`config.mk`:
```
export PLATFORM = sky130hd
export DESIGN_NAME = cpv_top
export DESIGN_NICKNAME = d
export VERILOG_FILES = /design/src/logic/cpv_pkg.sv /design/src/logic/cpv_top.sv /design/src/logic/cpv_gain_sum.sv /design/src/logic/cpv_chan_seq.sv
export SDC_FILE = /design/constraint.sdc
export NUM_CORES = 2
export LEC_CHECK = 0
export BUFFER_PORTS_ARGS = -buffer_cell sky130_fd_sc_hd__buf_2
export CORE_ASPECT_RATIO = 0.6
export CORE_UTILIZATION = 45
export DETAILED_ROUTE_END_ITERATION = 8
export GPL_ROUTABILITY_DRIVEN = 0
export GPL_TIMING_DRIVEN = 0
export PLACE_DENSITY = 0.66
export SETUP_SLACK_MARGIN = 0.15
export SYNTH_ARGS = -nofsm -noshare
export SYNTH_HDL_FRONTEND = slang
export SYNTH_SLANG_ARGS = --single-unit
```
`constraint.sdc`:
```
create_clock -name CLK_IN -period 9.16 [get_ports CLK_IN]
set_input_delay 2.29 -clock CLK_IN [delete_from_list [all_inputs] [get_ports CLK_IN]]
set_output_delay 2.29 -clock CLK_IN [all_outputs]
set_load 0.05 [all_outputs]
```
`src/logic/cpv_pkg.sv`:
```
// shared constants and types for the channel power and volume sequencer
package cpv_pkg;
	// register byte offsets of the control port map
	localparam logic [6:0] CPV_ADDR_CH_VOL_FIRST = 7'h01;
	localparam logic [6:0] CPV_ADDR_CH_VOL_LAST = 7'h08;
	localparam logic [6:0] CPV_ADDR_QDB = 7'h09;
	localparam logic [6:0] CPV_ADDR_CH_MUTE = 7'h0a;
	localparam logic [6:0] CPV_ADDR_ZC_CFG = 7'h0b;
	localparam logic [6:0] CPV_ADDR_DEV_PWR = 7'h0c;
	localparam logic [6:0] CPV_ADDR_CH_PWR = 7'h0d;
	localparam logic [6:0] CPV_ADDR_MST_BASE = 7'h0e;
	localparam logic [6:0] CPV_ADDR_MST_STRIDE = 7'h03;
	localparam logic [6:0] CPV_ADDR_STATUS = 7'h17;
	// master slot layout: volume, control, mask
	localparam logic [6:0] CPV_MST_OFF_VOL = 7'h00;
	localparam logic [6:0] CPV_MST_OFF_CTL = 7'h01;
	localparam logic [6:0] CPV_MST_OFF_MASK = 7'h02;
	// field positions
	localparam int CPV_ZC_WAIT_BIT = 0;
	localparam int CPV_ZC_SEL_LSB = 1;
	localparam int CPV_ZC_KEEP_BIT = 4;
	localparam int CPV_GLOBAL_POWER_DOWN_BIT_BIT = 0;
	localparam int CPV_MST_QDB_BIT = 0;
	localparam int CPV_MST_MUTE_BIT = 1;
	// reset values
	localparam logic [7:0] CPV_RST_VOL = 8'hc0;
	localparam logic [7:0] CPV_RST_QDB = 8'h00;
	localparam logic [7:0] CPV_RST_CH_MUTE = 8'h00;
	localparam logic [7:0] CPV_RST_ZC_CFG = 8'h01;
	localparam logic CPV_RST_GLOBAL_POWER_DOWN_BIT = 1'b1;
	localparam logic [7:0] CPV_RST_CH_PWR = 8'h00;
	localparam logic [7:0] CPV_RST_MST_CTL = 8'h00;
	localparam logic [7:0] CPV_RST_MASK = 8'hff;
	// gain code in quarter dB, zero at the bottom of the range
	localparam logic signed [11:0] CPV_QDB_ZERO = 12'sh180;
	localparam logic signed [11:0] CPV_QDB_TOP = 12'sh058;
	// timing
	localparam int CPV_CLK_KHZ = 125000;
	localparam int CPV_ZC_STEP_MS = 5;
	localparam int CPV_ZC_STEP_CYCLES = CPV_ZC_STEP_MS * CPV_CLK_KHZ;
	localparam int CPV_AMP_WAKE_US = 1000;
	localparam int CPV_AMP_WAKE_CYCLES = CPV_AMP_WAKE_US * CPV_CLK_KHZ / 1000;
	// time-out multiples of the 5 ms step: 5..50 ms
	localparam logic [7:0][3:0] CPV_ZC_MULT = {4'ha, 4'h8, 4'h6, 4'h5, 4'h4, 4'h3, 4'h2, 4'h1};
	// per channel sequencer states
	typedef enum logic [3:0] {
		CPV_OFF = 4'h1,
		CPV_WAKE = 4'h2,
		CPV_RUN = 4'h4,
		CPV_DRAIN = 4'h8
	} cpv_chan_state_t;
endpackage

```
`src/logic/cpv_top.sv`:
```
// channel power and volume sequencer: register file, zero-crossing sync, eight channels
// Contract
// - reset low keeps everything powered down and refuses register accesses.
// - reset low returns every control setting to its default.
// - after reset accesses work; amplifiers stay off until global power-down clears.
// - channel powers up only with global and own power-down bits clear.
// - after reset channel bits read clear, global power-down bit reads set.
// - channel volume held at mute throughout its power-up sequence.
// - once powered up the channel takes the level from current settings.
// - own or global power-down bit set sends the channel to power-down.
// - channel is muted before its amplifier starts powering down.
// - power sequence mute and volume changes obey the zero-crossing mode.
// - a setting picks immediate or zero-crossing timed volume changes.
// - eight time-outs from 5 to 50 ms; on expiry apply at once.
// - on a newer command, apply the older at once or discard it.
// - gain spans 118 dB in quarter dB steps, -96 to +22 dB.
// - eight volume and mute controls, each tied to one channel only.
// - three master controls, each over a chosen channel group, one write each.
`timescale 1ns/100ps
`default_nettype none
module cpv_top #(
	parameter int ZC_STEP_CYCLES = cpv_pkg::CPV_ZC_STEP_CYCLES,
	parameter int AMP_WAKE_CYCLES = cpv_pkg::CPV_AMP_WAKE_CYCLES
) (
	input wire logic CLK_IN, // 125 MHz system clock
	input wire logic RST_N_IN, // sync reset, low active
	input wire logic REG_WR_IN, // register write strobe
	input wire logic REG_RD_IN, // register read strobe
	input wire logic [6:0] REG_ADDR_IN, // register address
	input wire logic [7:0] REG_WDATA_IN, // write data
	output logic [7:0] REG_RDATA_OUT, // read data
	output logic REG_ACK_OUT, // access taken, one cycle
	input wire logic [7:0] ZC_IN, // per channel signal polarity
	output logic [71:0] CH_GAIN_OUT, // applied gain codes, 9 bits each
	output logic [7:0] CH_MUTE_OUT, // applied mutes
	output logic [7:0] CH_AMP_ON_OUT // amplifier power enables
);
	typedef struct packed {
		logic [7:0][7:0] vol;
		logic [7:0] qdb;
		logic [7:0] mute;
		logic [7:0] zc_cfg;
		logic global_power_down_bit;
		logic [7:0] pdn;
		logic [2:0][7:0] mvol;
		logic [2:0][7:0] mctl;
		logic [2:0][7:0] mask;
		logic [7:0] rdata;
		logic ack;
		logic [7:0] sy1;
		logic [7:0] sy2;
		logic [7:0] sy3;
		logic [7:0] zc_held;
		logic [7:0] zc_pulse;
		logic [7:0][8:0] gain;
		logic [7:0] mute_o;
		logic [7:0] amp;
	} cpv_top_t;
	cpv_top_t s;
	cpv_top_t next_s;
	logic [7:0][8:0] eff_gain;
	logic [7:0] eff_mute;
	logic [7:0][8:0] seq_gain;
	logic [7:0] seq_mute;
	logic [7:0] seq_amp;
	logic [2:0][8:0] mst_code;
	logic [2:0] mst_mute;

	// hit on one field of a master slot
	function automatic logic mst_hit(input logic [6:0] addr, input int m, input logic [6:0] off);
		logic [6:0] base;
		base = cpv_pkg::CPV_ADDR_MST_BASE + 7'(m * int'(cpv_pkg::CPV_ADDR_MST_STRIDE));
		return addr == base + off;
	endfunction

	// true when the address is one of the individual volume registers
	function automatic logic vol_hit(input logic [6:0] addr);
		return (addr >= cpv_pkg::CPV_ADDR_CH_VOL_FIRST) && (addr <= cpv_pkg::CPV_ADDR_CH_VOL_LAST);
	endfunction

	// master codes and mutes as seen by every channel
	always_comb begin
		for (int m = 0; m < 3; m++) begin
			mst_code[m] = {s.mvol[m], s.mctl[m][cpv_pkg::CPV_MST_QDB_BIT]};
			mst_mute[m] = s.mctl[m][cpv_pkg::CPV_MST_MUTE_BIT];
		end
	end

	// per channel gain combiner and power sequencer
	generate
		for (genvar c = 0; c < 8; c++) begin : g_ch
			cpv_gain_sum u_sum (
				.ind_code_in({s.vol[c], s.qdb[c]}),
				.ind_mute_in(s.mute[c]),
				.mst_code_in(mst_code),
				.mst_mute_in(mst_mute),
				.mst_en_in({s.mask[2][c], s.mask[1][c], s.mask[0][c]}),
				.gain_out(eff_gain[c]),
				.mute_out(eff_mute[c])
			);
			cpv_chan_seq #(
				.WAKE_CYCLES(AMP_WAKE_CYCLES),
				.STEP_CYCLES(ZC_STEP_CYCLES)
			) u_seq (
				.clk_in(CLK_IN),
				.rst_n_in(RST_N_IN),
				.pwr_req_in(!s.global_power_down_bit && !s.pdn[c]),
				.tgt_gain_in(eff_gain[c]),
				.tgt_mute_in(eff_mute[c]),
				.zc_in(s.zc_pulse[c]),
				.zc_wait_in(s.zc_cfg[cpv_pkg::CPV_ZC_WAIT_BIT]),
				.to_sel_in(s.zc_cfg[cpv_pkg::CPV_ZC_SEL_LSB +: 3]),
				.keep_prev_in(s.zc_cfg[cpv_pkg::CPV_ZC_KEEP_BIT]),
				.gain_out(seq_gain[c]),
				.mute_out(seq_mute[c]),
				.amp_on_out(seq_amp[c])
			);
		end
	endgenerate

	// next state: sync, register access, output copies
	always_comb begin
		next_s = s;
		next_s.ack = 1'b0;
		// three stage sync, polarity change counts once stages two and three agree
		next_s.sy1 = ZC_IN;
		next_s.sy2 = s.sy1;
		next_s.sy3 = s.sy2;
		for (int c = 0; c < 8; c++) begin
			next_s.zc_pulse[c] = 1'b0;
			if ((s.sy2[c] == s.sy3[c]) && (s.sy3[c] != s.zc_held[c])) begin
				next_s.zc_held[c] = s.sy3[c];
				next_s.zc_pulse[c] = 1'b1;
			end
		end
		// read returns the value held before any same-cycle write
		if (REG_RD_IN) begin
			next_s.rdata = 8'h00;
			if (vol_hit(REG_ADDR_IN)) begin
				next_s.rdata = s.vol[3'(REG_ADDR_IN - cpv_pkg::CPV_ADDR_CH_VOL_FIRST)];
			end
			unique case (REG_ADDR_IN)
				cpv_pkg::CPV_ADDR_QDB: next_s.rdata = s.qdb;
				cpv_pkg::CPV_ADDR_CH_MUTE: next_s.rdata = s.mute;
				cpv_pkg::CPV_ADDR_ZC_CFG: next_s.rdata = s.zc_cfg;
				cpv_pkg::CPV_ADDR_DEV_PWR: next_s.rdata = {7'h00, s.global_power_down_bit};
				cpv_pkg::CPV_ADDR_CH_PWR: next_s.rdata = s.pdn;
				cpv_pkg::CPV_ADDR_STATUS: next_s.rdata = s.amp;
				default: begin
				end
			endcase
			for (int m = 0; m < 3; m++) begin
				if (mst_hit(REG_ADDR_IN, m, cpv_pkg::CPV_MST_OFF_VOL)) begin
					next_s.rdata = s.mvol[m];
				end
				if (mst_hit(REG_ADDR_IN, m, cpv_pkg::CPV_MST_OFF_CTL)) begin
					next_s.rdata = s.mctl[m];
				end
				if (mst_hit(REG_ADDR_IN, m, cpv_pkg::CPV_MST_OFF_MASK)) begin
					next_s.rdata = s.mask[m];
				end
			end
		end
		// writes; unmapped and status addresses are ignored
		if (REG_WR_IN) begin
			if (vol_hit(REG_ADDR_IN)) begin
				next_s.vol[3'(REG_ADDR_IN - cpv_pkg::CPV_ADDR_CH_VOL_FIRST)] = REG_WDATA_IN;
			end
			unique case (REG_ADDR_IN)
				cpv_pkg::CPV_ADDR_QDB: next_s.qdb = REG_WDATA_IN;
				cpv_pkg::CPV_ADDR_CH_MUTE: next_s.mute = REG_WDATA_IN;
				cpv_pkg::CPV_ADDR_ZC_CFG: next_s.zc_cfg = REG_WDATA_IN;
				cpv_pkg::CPV_ADDR_DEV_PWR: next_s.global_power_down_bit = REG_WDATA_IN[cpv_pkg::CPV_GLOBAL_POWER_DOWN_BIT_BIT];
				cpv_pkg::CPV_ADDR_CH_PWR: next_s.pdn = REG_WDATA_IN;
				default: begin
				end
			endcase
			for (int m = 0; m < 3; m++) begin
				if (mst_hit(REG_ADDR_IN, m, cpv_pkg::CPV_MST_OFF_VOL)) begin
					next_s.mvol[m] = REG_WDATA_IN;
				end
				if (mst_hit(REG_ADDR_IN, m, cpv_pkg::CPV_MST_OFF_CTL)) begin
					next_s.mctl[m] = REG_WDATA_IN;
				end
				if (mst_hit(REG_ADDR_IN, m, cpv_pkg::CPV_MST_OFF_MASK)) begin
					next_s.mask[m] = REG_WDATA_IN;
				end
			end
		end
		if (REG_WR_IN || REG_RD_IN) begin
			next_s.ack = 1'b1;
		end
		// registered copies of the channel outputs
		next_s.gain = seq_gain;
		next_s.mute_o = seq_mute;
		next_s.amp = seq_amp;
	end

	// state register; reset restores all defaults and holds accesses off
	always_ff @(posedge CLK_IN) begin
		if (!RST_N_IN) begin
			for (int c = 0; c < 8; c++) begin
				s.vol[c] <= cpv_pkg::CPV_RST_VOL;
				s.gain[c] <= 9'h000;
			end
			for (int m = 0; m < 3; m++) begin
				s.mvol[m] <= cpv_pkg::CPV_RST_VOL;
				s.mctl[m] <= cpv_pkg::CPV_RST_MST_CTL;
				s.mask[m] <= cpv_pkg::CPV_RST_MASK;
			end
			s.qdb <= cpv_pkg::CPV_RST_QDB;
			s.mute <= cpv_pkg::CPV_RST_CH_MUTE;
			s.zc_cfg <= cpv_pkg::CPV_RST_ZC_CFG;
			s.global_power_down_bit <= cpv_pkg::CPV_RST_GLOBAL_POWER_DOWN_BIT;
			s.pdn <= cpv_pkg::CPV_RST_CH_PWR;
			s.rdata <= 8'h00;
			s.ack <= 1'b0;
			s.sy1 <= 8'h00;
			s.sy2 <= 8'h00;
			s.sy3 <= 8'h00;
			s.zc_held <= 8'h00;
			s.zc_pulse <= 8'h00;
			s.mute_o <= 8'hff;
			s.amp <= 8'h00;
		end else begin
			s <= next_s;
		end
	end

	// ports straight from the state register
	assign REG_RDATA_OUT = s.rdata;
	assign REG_ACK_OUT = s.ack;
	assign CH_GAIN_OUT = s.gain;
	assign CH_MUTE_OUT = s.mute_o;
	assign CH_AMP_ON_OUT = s.amp;

	a_reset_refuses: assert property (@(posedge CLK_IN)
		!RST_N_IN |=> (!REG_ACK_OUT && CH_AMP_ON_OUT == 8'h00 && CH_MUTE_OUT == 8'hff))
		else $error("access or power seen in reset");
	a_reset_defaults: assert property (@(posedge CLK_IN)
		!RST_N_IN |=> (s.zc_cfg == cpv_pkg::CPV_RST_ZC_CFG && s.mask[0] == cpv_pkg::CPV_RST_MASK
		&& s.vol[0] == cpv_pkg::CPV_RST_VOL))
		else $error("setting not restored by reset");
	a_power_bits_reset: assert property (@(posedge CLK_IN)
		!RST_N_IN |=> (s.global_power_down_bit && s.pdn == 8'h00))
		else $error("power-down bits wrong after reset");
	a_access_taken: assert property (@(posedge CLK_IN) disable iff (!RST_N_IN)
		(REG_WR_IN || REG_RD_IN) |=> REG_ACK_OUT)
		else $error("access not acknowledged");
	a_global_holds_off: assert property (@(posedge CLK_IN) disable iff (!RST_N_IN)
		(s.global_power_down_bit && $past(s.global_power_down_bit) && seq_amp == 8'h00) |=> seq_amp == 8'h00)
		else $error("amplifier woke under global power-down");
endmodule
`default_nettype wire

```
`src/logic/cpv_gain_sum.sv`:
```
// effective gain and mute of one channel from its own and master controls
`timescale 1ns/100ps
`default_nettype none
module cpv_gain_sum (
	input wire logic [8:0] ind_code_in, // own volume, quarter dB code
	input wire logic ind_mute_in, // own mute
	input wire logic [2:0][8:0] mst_code_in, // master volumes
	input wire logic [2:0] mst_mute_in, // master mutes
	input wire logic [2:0] mst_en_in, // mask bits of this channel
	output logic [8:0] gain_out, // clamped effective code
	output logic mute_out // effective mute
);
	logic signed [11:0] sum;
	logic signed [11:0] lim;

	// sum signed offsets around 0 dB, then clamp into range
	always_comb begin
		sum = $signed({3'h0, ind_code_in}) - cpv_pkg::CPV_QDB_ZERO;
		mute_out = ind_mute_in;
		for (int m = 0; m < 3; m++) begin
			if (mst_en_in[m]) begin
				sum = sum + ($signed({3'h0, mst_code_in[m]}) - cpv_pkg::CPV_QDB_ZERO);
				mute_out = mute_out | mst_mute_in[m];
			end
		end
		lim = sum;
		if (sum > cpv_pkg::CPV_QDB_TOP) begin
			lim = cpv_pkg::CPV_QDB_TOP;
		end else if (sum < -cpv_pkg::CPV_QDB_ZERO) begin
			lim = -cpv_pkg::CPV_QDB_ZERO;
		end
		gain_out = 9'(lim + cpv_pkg::CPV_QDB_ZERO);
	end
endmodule
`default_nettype wire

```
`src/logic/cpv_chan_seq.sv`:
```
// power sequence and zero-crossing volume update of one channel
`timescale 1ns/100ps
`default_nettype none
module cpv_chan_seq #(
	parameter int WAKE_CYCLES = cpv_pkg::CPV_AMP_WAKE_CYCLES,
	parameter int STEP_CYCLES = cpv_pkg::CPV_ZC_STEP_CYCLES
) (
	input wire logic clk_in, // system clock
	input wire logic rst_n_in, // sync reset, low active
	input wire logic pwr_req_in, // both power-down bits clear
	input wire logic [8:0] tgt_gain_in, // wanted gain code
	input wire logic tgt_mute_in, // wanted mute
	input wire logic zc_in, // zero-crossing pulse
	input wire logic zc_wait_in, // wait for zero-crossing
	input wire logic [2:0] to_sel_in, // time-out select
	input wire logic keep_prev_in, // apply older pending on overrun
	output logic [8:0] gain_out, // applied gain code
	output logic mute_out, // applied mute
	output logic amp_on_out // amplifier powered
);
	typedef struct packed {
		cpv_pkg::cpv_chan_state_t fsm;
		logic [22:0] wcnt;
		logic [22:0] tcnt;
		logic pend;
		logic [8:0] p_gain;
		logic p_mute;
		logic [8:0] a_gain;
		logic a_mute;
	} cpv_chan_t;
	cpv_chan_t s;
	cpv_chan_t next_s;
	logic [22:0] limit;
	logic req_mute;
	logic changed;
	logic expire;

	// time-out length from the select and step size
	assign limit = 23'(STEP_CYCLES * int'(cpv_pkg::CPV_ZC_MULT[to_sel_in]));
	// mute is forced outside the run state
	assign req_mute = (s.fsm != cpv_pkg::CPV_RUN) | tgt_mute_in;
	assign changed = {req_mute, tgt_gain_in} != (s.pend ? {s.p_mute, s.p_gain} : {s.a_mute, s.a_gain});
	assign expire = !zc_wait_in | zc_in | (s.tcnt >= limit - 23'h000001);

	// next state
	always_comb begin
		next_s = s;
		// pending change resolves on crossing or time-out
		if (s.pend) begin
			next_s.tcnt = s.tcnt + 23'h000001;
			if (expire) begin
				next_s.a_gain = s.p_gain;
				next_s.a_mute = s.p_mute;
				next_s.pend = 1'b0;
			end
		end
		if (changed) begin
			if (!zc_wait_in) begin
				next_s.a_gain = tgt_gain_in;
				next_s.a_mute = req_mute;
				next_s.pend = 1'b0;
			end else begin
				if (s.pend && !expire && keep_prev_in) begin
					next_s.a_gain = s.p_gain;
					next_s.a_mute = s.p_mute;
				end
				next_s.p_gain = tgt_gain_in;
				next_s.p_mute = req_mute;
				next_s.pend = 1'b1;
				next_s.tcnt = 23'h000000;
			end
		end
		unique case (s.fsm)
			cpv_pkg::CPV_OFF: begin
				if (pwr_req_in) begin
					next_s.fsm = cpv_pkg::CPV_WAKE;
					next_s.wcnt = 23'h000000;
				end
			end
			cpv_pkg::CPV_WAKE: begin
				next_s.wcnt = s.wcnt + 23'h000001;
				if (!pwr_req_in) begin
					next_s.fsm = cpv_pkg::CPV_DRAIN;
				end else if (s.wcnt >= 23'(WAKE_CYCLES - 1)) begin
					next_s.fsm = cpv_pkg::CPV_RUN;
				end
			end
			cpv_pkg::CPV_RUN: begin
				if (!pwr_req_in) begin
					next_s.fsm = cpv_pkg::CPV_DRAIN;
				end
			end
			cpv_pkg::CPV_DRAIN: begin
				if (pwr_req_in) begin
					next_s.fsm = cpv_pkg::CPV_RUN;
				end else if (s.a_mute && !s.pend) begin
					next_s.fsm = cpv_pkg::CPV_OFF;
				end
			end
			default: begin
				next_s.fsm = cpv_pkg::CPV_OFF;
			end
		endcase
	end

	// state register, channel comes out of reset off and muted
	always_ff @(posedge clk_in) begin
		if (!rst_n_in) begin
			s <= '{fsm: cpv_pkg::CPV_OFF, wcnt: 23'h000000, tcnt: 23'h000000, pend: 1'b0,
				p_gain: 9'h000, p_mute: 1'b1, a_gain: 9'h000, a_mute: 1'b1};
		end else begin
			s <= next_s;
		end
	end

	assign gain_out = s.a_gain;
	assign mute_out = s.a_mute;
	assign amp_on_out = (s.fsm != cpv_pkg::CPV_OFF);

	a_wake_gated: assert property (@(posedge clk_in) disable iff (!rst_n_in)
		(s.fsm == cpv_pkg::CPV_OFF && !pwr_req_in) |=> s.fsm == cpv_pkg::CPV_OFF)
		else $error("channel woke without power request");
	a_wake_muted: assert property (@(posedge clk_in) disable iff (!rst_n_in)
		(s.fsm == cpv_pkg::CPV_WAKE) |-> s.a_mute)
		else $error("channel unmuted during wake");
	a_run_applies: assert property (@(posedge clk_in) disable iff (!rst_n_in)
		(s.fsm == cpv_pkg::CPV_RUN && pwr_req_in && !zc_wait_in)
		|=> (s.a_gain == $past(tgt_gain_in) && s.a_mute == $past(tgt_mute_in)))
		else $error("target level not applied in run");
	a_drop_drains: assert property (@(posedge clk_in) disable iff (!rst_n_in)
		(s.fsm == cpv_pkg::CPV_RUN && !pwr_req_in) |=> s.fsm == cpv_pkg::CPV_DRAIN)
		else $error("power-down request ignored");
	a_mute_first: assert property (@(posedge clk_in) disable iff (!rst_n_in)
		(s.fsm == cpv_pkg::CPV_DRAIN) ##1 (s.fsm == cpv_pkg::CPV_OFF) |-> $past(s.a_mute))
		else $error("amplifier off before mute");
	a_timeout_apply: assert property (@(posedge clk_in) disable iff (!rst_n_in)
		(s.pend && zc_wait_in && expire && !changed)
		|=> (!s.pend && s.a_gain == $past(s.p_gain) && s.a_mute == $past(s.p_mute)))
		else $error("pending change not applied on expiry");
	a_keep_prev: assert property (@(posedge clk_in) disable iff (!rst_n_in)
		(s.pend && changed && zc_wait_in && !expire && keep_prev_in)
		|=> (s.a_gain == $past(s.p_gain) && s.pend))
		else $error("older pending change not applied");
	a_timer_restart: assert property (@(posedge clk_in) disable iff (!rst_n_in)
		(changed && zc_wait_in) |=> (s.tcnt == 23'h000000 && s.pend))
		else $error("time-out counter not restarted");
endmodule
`default_nettype wire

```
# Word-level counts from Yosys, hierarchy flattened

Memories as Yosys holds them, arrays and structs flattened. A register that Yosys moved wholly into a read port is not among the register bits.
Index checks and enable logic that the tools add are counted.

Input port bits: 27
Output and inout port bits: 97
Memories: 1
Register bits: 874
Word-level logic and storage cells: 730
ROM bits: 32

Magnitude comparators: 37
Multiply operators: 1
Eq/ne operators: 119
Add/subtract/negate cells: 61
Muxes and demuxes: 237
Reductions and logical operators: 116
Bitwise logic cells: 48

Memory list:

| memory          | words | width | rd ports | clocked after Yosys merged registers in | wr ports | line               | RTL |
|---|---|---|---|---|---|---|---|
| (no name shown) | 8     | 4     | 1        | 1                                       | 0        | cpv_chan_seq.sv:39 | `assign limit = 23'(STEP_CYCLES * int'(cpv_pkg::CPV_ZC_MULT[to_sel_in]));` |

Operators with widths:

| kind                  | number |
|---|---|
| $mux 10               | 48 |
| $add 23x1->23 const B | 16 |
| $pmux 23 s2           | 8 |
| $mux 44               | 8 |
| $add 12x12->12        | 24 |
| $mux 12               | 24 |
| $mux 27               | 8 |
| $mux 24               | 8 |
| $ge 23x17->1 const B  | 8 |
| $ge 23x23->1          | 8 |
| $mux 23               | 8 |
| $mux 4                | 41 |
| $mux 9                | 16 |
| $pmux 4 s4            | 8 |
| $sub 9x9->10 const B  | 11 |
| $gt 12x8->1 const B   | 8 |
| $lt 12x10->1 const B  | 8 |
| $mux 8                | 12 |
| $ne 10x10->1          | 8 |
| $add 9x8->9 const B   | 8 |
| $bwmux 64             | 1 |
| $reduce_and 2->1      | 31 |
| $eq 7x5->1 const B    | 8 |
| $eq 7x4->1 const B    | 7 |
| 30 further kinds      | 284 |

# Depth between registers and ports, before layout

Depth in word-level cells: 14
Mapped depth: 33
Mapped depth without buffers: 30

# Cells and area by module

From an unflattened synthesis, not the netlist that was laid out.

Cells, all modules: 9118
Area total of the unflattened synthesis: 72568.3 µm²

Modules (own cells, without submodules):

| module                            | cells each | sequential area each (µm²) | instances | area an instance (µm²) |
|---|---|---|---|---|
| cpv_chan_seq at g_ch[1].u_seq ... | 660        | 1421.4                     | 5         | 5078.6 |
| cpv_gain_sum at g_ch[0].u_sum ... | 296        | 0.0                        | 6         | 2224.6 |
| cpv_top                           | 1398       | 6125.9                     | 1         | 13085.0 |
| cpv_chan_seq at g_ch[3].u_seq     | 695        | 1421.4                     | 1         | 5709.2 |
| cpv_chan_seq at g_ch[0].u_seq     | 670        | 1421.4                     | 1         | 5261.3 |
| cpv_chan_seq at g_ch[5].u_seq     | 669        | 1421.4                     | 1         | 5217.5 |
| cpv_gain_sum at g_ch[5].u_sum ... | 305        | 0.0                        | 2         | 2277.2 |

# Worst setup path after synthesis

Ideal clock, no wire load.

Kind: register -> register
Start: reg s, in the netlist mst_code[1]
End: reg g_ch[7].u_seq.s[10] (netlist name)
Clock period less this slack: 6.921 ns
Data required time: 9.031 ns
Slack: 2.239 ns
Data arrival time: 6.792 ns
Setup time: 0.129 ns
Buffers on the path: 1
Cell stages (with the launch flop): 27
Cell sequence: dfxtp_1 -> inv_1 -> fa_1 -> nand2b_1 -> a21oi_2 -> nor3_1 -> or3b_2 -> ha_1 -> or4b_2 -> or3_1 -> nand4_1 -> nor2_1 -> nor2_1 -> ha_1 -> a21o_1 -> a21oi_1 -> o31ai_1 -> o311ai_0 -> o21ai_0 -> a221oi_1 -> nor3b_1 -> o22a_1 -> a21oi_2 -> a21oi_2 -> buf_2 -> mux2i_1 -> nand2_1

Longest elaborated chain between the ends: 13
Elaborated cells between the ends (all ways): 14
Classes of those cells: add/sub: 5; order compare: 2; eq/ne: 1; mux: 5; reduce/logical: 1

Ends and longest elaborated chain:

| what                                  | line                | RTL |
|---|---|---|
| start, declared                       | cpv_top.sv:59       | `cpv_top_t s;` |
| start signal, assigned                | cpv_top.sv:226      | `s <= next_s;` |
| $sub 9x9->10 (*)                      | cpv_gain_sum.sv:22  | `sum = sum + ($signed({3'h0, mst_code_in[m]}) - cpv_pkg::CPV_QDB_ZERO);` |
| $add 12x12->12 (*)                    | cpv_gain_sum.sv:22  |  |
| $mux 12 (*)                           | cpv_gain_sum.sv:21  | `if (mst_en_in[m]) begin` |
| $add 12x12->12                        | cpv_gain_sum.sv:22  |  |
| $mux 12 (*)                           | cpv_gain_sum.sv:21  |  |
| $add 12x12->12                        | cpv_gain_sum.sv:22  |  |
| $mux 12 (*)                           | cpv_gain_sum.sv:21  |  |
| $lt 12x10->1                          | cpv_gain_sum.sv:29  | `end else if (sum < -cpv_pkg::CPV_QDB_ZERO) begin` |
| $mux 9                                | cpv_gain_sum.sv:29  |  |
| $mux 9 (*)                            | cpv_gain_sum.sv:27  | `if (sum > cpv_pkg::CPV_QDB_TOP) begin` |
| $add 9x8->9 (*)                       | cpv_gain_sum.sv:32  | `gain_out = 9'(lim + cpv_pkg::CPV_QDB_ZERO);` |
| $ne 10x10->1 (*)                      | cpv_chan_seq.sv:42  | `assign changed = {req_mute, tgt_gain_in} != (s.pend ? {s.p_mute, s.p_gain} : {s.a_mute, s.a_gain});` |
| $reduce_and 2->1 (no source line) (*) | n/a                 |  |
| end signal, assigned                  | cpv_chan_seq.sv:109 | `s <= '{fsm: cpv_pkg::CPV_OFF, wcnt: 23'h000000, tcnt: 23'h000000, pend: 1'b0,` |
| end signal, assigned                  | cpv_chan_seq.sv:112 | `s <= next_s;` |
| end, declared                         | cpv_chan_seq.sv:31  | `cpv_chan_t s;` |

Mark *: on every way between the ends. The rest lies on a longest branch, timed or not.
A chain may end at the register's enable or synchronous reset.

==> results.py <==
metrics = {
    "status": {
        "violations": "design-rule violations, max-capacitance violations, max-slew violations",
        "status": "finished, violations left",
    },
    "finish": {
        "drive_gt1_share_pct": 8.85,
        "post-route-util_pct": 50.1,
        "final.fill_count": 13671,
        "fin_nets": 8978,
        "final_cell_mix": "nor2_1, dfxtp_1, nand2_1, a21oi_1, ha_1",
        "area_growth_pct": 9.67,
        "layout_commonest_cell": "nor2_1",
        "finish.instance_area_um2": 71600,
    },
    "worst_hold_path": {
        "min_delay_path_depth": 1,
        "hold_class": "reg -> reg",
        "hold-path-endpoint": "next_s[111]",
        "min-delay-start": "next_s[119]",
    },
    "worst_setup_path": {
        "r2r-end": "g_ch[3].u_seq.mute_out",
        "cpMostUsedCell": "o21ai_0",
        "crit_fanout": 10,
        "r2r_cells": 25,
        "critical_path.max_stage_delay_ps": 1130,
        "crit_path_top_delay_cell": "a2111oi_0",
        "arrival_ps": 9470,
        "r2r_slack_ps": 300,
        "required_ps": 9770,
        "cp-start-kind": "flip-flop",
        "cp-end-kind": "flip-flop",
        "path_class": "reg -> reg",
    },
    "timing": {
        "timing.fmax_mhz": 113,
        "worst_pin_slew_ps": 1610,
        "slew_viol_final": 130,
        "period_minus_slack_ps": 8860,
        "setup_viol_count_final": 0,
        "rsz0062_at_grt": "false",
        "skew_ps": 46.1,
        "slew_headroom_pct": -7.42,
        "report.final.hold_viol_count": 0,
        "whs_ps": 432,
        "setup_tns_ps": 0,
        "fin_crit_sh_pct": 96.7,
    },
    "global_route": {
        "antenna_found_initial": 31,
        "grt_max_degree": 26,
        "grt_pass1_vias": 60068,
        "grt_pass1_wl_um": 377000,
        "grt_usage_pct": 33.5,
        "grt-ovfl-total": 0,
    },
    "synthesis": {
        "synth-edff-count": 0,
        "syn_nets": 8754,
        "ys_seq_elements": 878,
        "synth_cell_types": 132,
        "ys_seq_area_share_pct": 26.9,
        "ys.flop_type": "dfxtp_1",
        "syn_inst": 8224,
        "synth_area_per_cell_um2": 7.94,
        "syn_area_um2": 65300,
        "yosysWarnings": 0,
        "synth-async-reset-ratio_pct": 0,
    },
    "power_and_ir_drop": {
        "power.total_w": 0.00923,
        "ir_worst_vdd_uv": 125,
        "p_leak_nw": 30.3,
        "power_density_nw_per_um2": 129,
    },
    "floorplanning": {
        "die_area_um2": 147000,
        "io_pins": 124,
        "core_um2": 143000,
        "initial_core_util_pct": 45.7,
        "rows": 107,
        "die_w_um": 494,
        "die_h_um": 297,
    },
    "clock_network": {
        "clock_path_buffers": 3,
        "cts_inserted_buffers": 84,
        "path_clk_slew_ps": 70,
        "clkSinkCount": 878,
        "clock_latency_ps": 740,
        "h-tree-depth": 3,
        "root_buffer": "clkbuf_16",
        "cts_tree": "built",
    },
    "run": {
        "maxCapViolations": 13,
    },
    "placed_design": {
        "hpwl_um": 196000,
        "place_area_um2": 68600,
        "io_buffer_count": 119,
    },
    "detailed_routing": {
        "drtIter0Drc": 9318,
        "drc": 41,
        "routedWlPerCell_um": 24.6,
        "routed_via_density": 6.48,
        "drt_first_pass_iters": 9,
        "antenna_left": 0,
        "wl_um": 257000,
        "vias": 67719,
    },
}
[flip-flops by register name (all words and copies together), names as in the netlist, named ones only]
register,flops
mst_mute,3
next_s,16
g_ch.u_seq.mute_out,8
g_ch.u_seq.s,488
CH_GAIN_OUT,72
mst_code,27
CH_MUTE_OUT,8
s,163
g_ch.u_seq.limit,2
g_ch.u_seq.gain_out,72
CH_AMP_ON_OUT,8
REG_RDATA_OUT,8
REG_ACK_OUT,1
[per-layer routing]
layer / up-vias / GRT usage (%) / wire length, µm / share of wire [%]
met3: 621 / 13.7 / 40500 / 16
met1: 32267 / 47.8 / 110000 / 43
met2: 4139 / 43.2 / 94700 / 37
li1: 30672 / - / - / -
met5: - / 0.584 / 264 / 0.10
met4: 20 / 13.5 / 11200 / 4.4
[where the power goes]
part           internal (W)  switching, W  total (W)
Sequential          0.00393      0.000119    0.00405
Clock               0.00198       0.00173    0.00371
Combinational      0.000486      0.000990    0.00148
[what timing repair did]
| action | CTS | global route |
|---|---|---|
| hold buffers | 0 | 0 |
| pin swaps | 0 | 1 |
| resized for setup | 4 | 21 |
| endpoints found under the setup margin | 96 | 297 |
| setup buffers | 1 | 2 |
[layout make-up]
class                           instances  area [µm²]  share of cell area, %
Antenna cell                           20        50.0                 0.0699
Buffer                                481        2300                   3.20
Clock buffer                          112        2320                   3.23
Clock inverter                         42         477                  0.665
Inverter                              252         953                   1.33
Multi-Input combinational cell       6613       44700                   62.4
Sequential cell                       878       17600                   24.5
Tap cell                             1907        2390                   3.33
Timing Repair Buffer                  138         845                   1.18
[per-stage QoR]
step,cells,setup slack [ps]
3_3_place_gp,10250,-386
4_1_cts,10414,184
2_1_floorplan,8224,2240
6_report,10443,301
5_1_grt,10427,206
3_5_place_dp,10259,-613
[worst max path at each step]
stage                           startpoint                        end  slack (ps)
finish                           flip-flop     g_ch[3].u_seq.mute_out         300
global placement               mst_code[1]        g_ch[4].u_seq.s[43]        -390
CTS                              flip-flop  g_ch[4].u_seq.gain_out[5]         180
global route                     flip-flop  g_ch[3].u_seq.gain_out[6]         210
detailed placement  g_ch[0].u_seq.limit[3]     g_ch[0].u_seq.mute_out        -610
floorplan                      mst_code[1]        g_ch[7].u_seq.s[10]        2240
[worst max-delay path: cells and delay by family, from the launching register on]
kind	cells	cell delay [ps]
adder cells (fa/ha/maj)	4	1560
AO/OA/AOI/OAI	10	3370
XOR/XNOR	2	620
multiplexers	1	280
AND/OR/NAND/NOR	5	1660
buffers and inverters	3	650
flip-flops	1	620
[synth_stat cells (70+ instances only)]
cell        n  area [µm²]
nor3_1    142         711
xnor2_1   183        1600
o211ai_1   95         713
nand2b_1   87         544
mux2i_1   325        3250
buf_4     102         766
a31oi_1   114         713
ha_1      477        5970
dfxtp_1   878       17600
mux2_2    103        1160
nand2_1   731        2740
nand4_1   133         832
a21o_1    141        1060
inv_1     242         908
nand3_1   391        1960
and3_1    137         857
a211oi_1  109         818
o22ai_1    70         438
a21oi_1   517        2590
o21a_1     96         721
o21ai_0   389        1950
or2_2      70         438
xor2_1    168        1470
nor2b_1    90         563
nor2_1    878        3300
clkbuf_1  300        1130
and2_1    146         913
[cell families after synthesis]
group                    after synthesis  synth area share, %
AO/OA/AOI/OAI                       2177                 22.6
buffers and inverters                733                 4.94
multiplexers                         434                 6.95
AND/OR/NAND/NOR                     3139                 23.6
flip-flops                           878                 26.9
adder cells (fa/ha/maj)              503                 9.93
XOR/XNOR                             360                 5.02
Power figures use the tool's default switching activity.
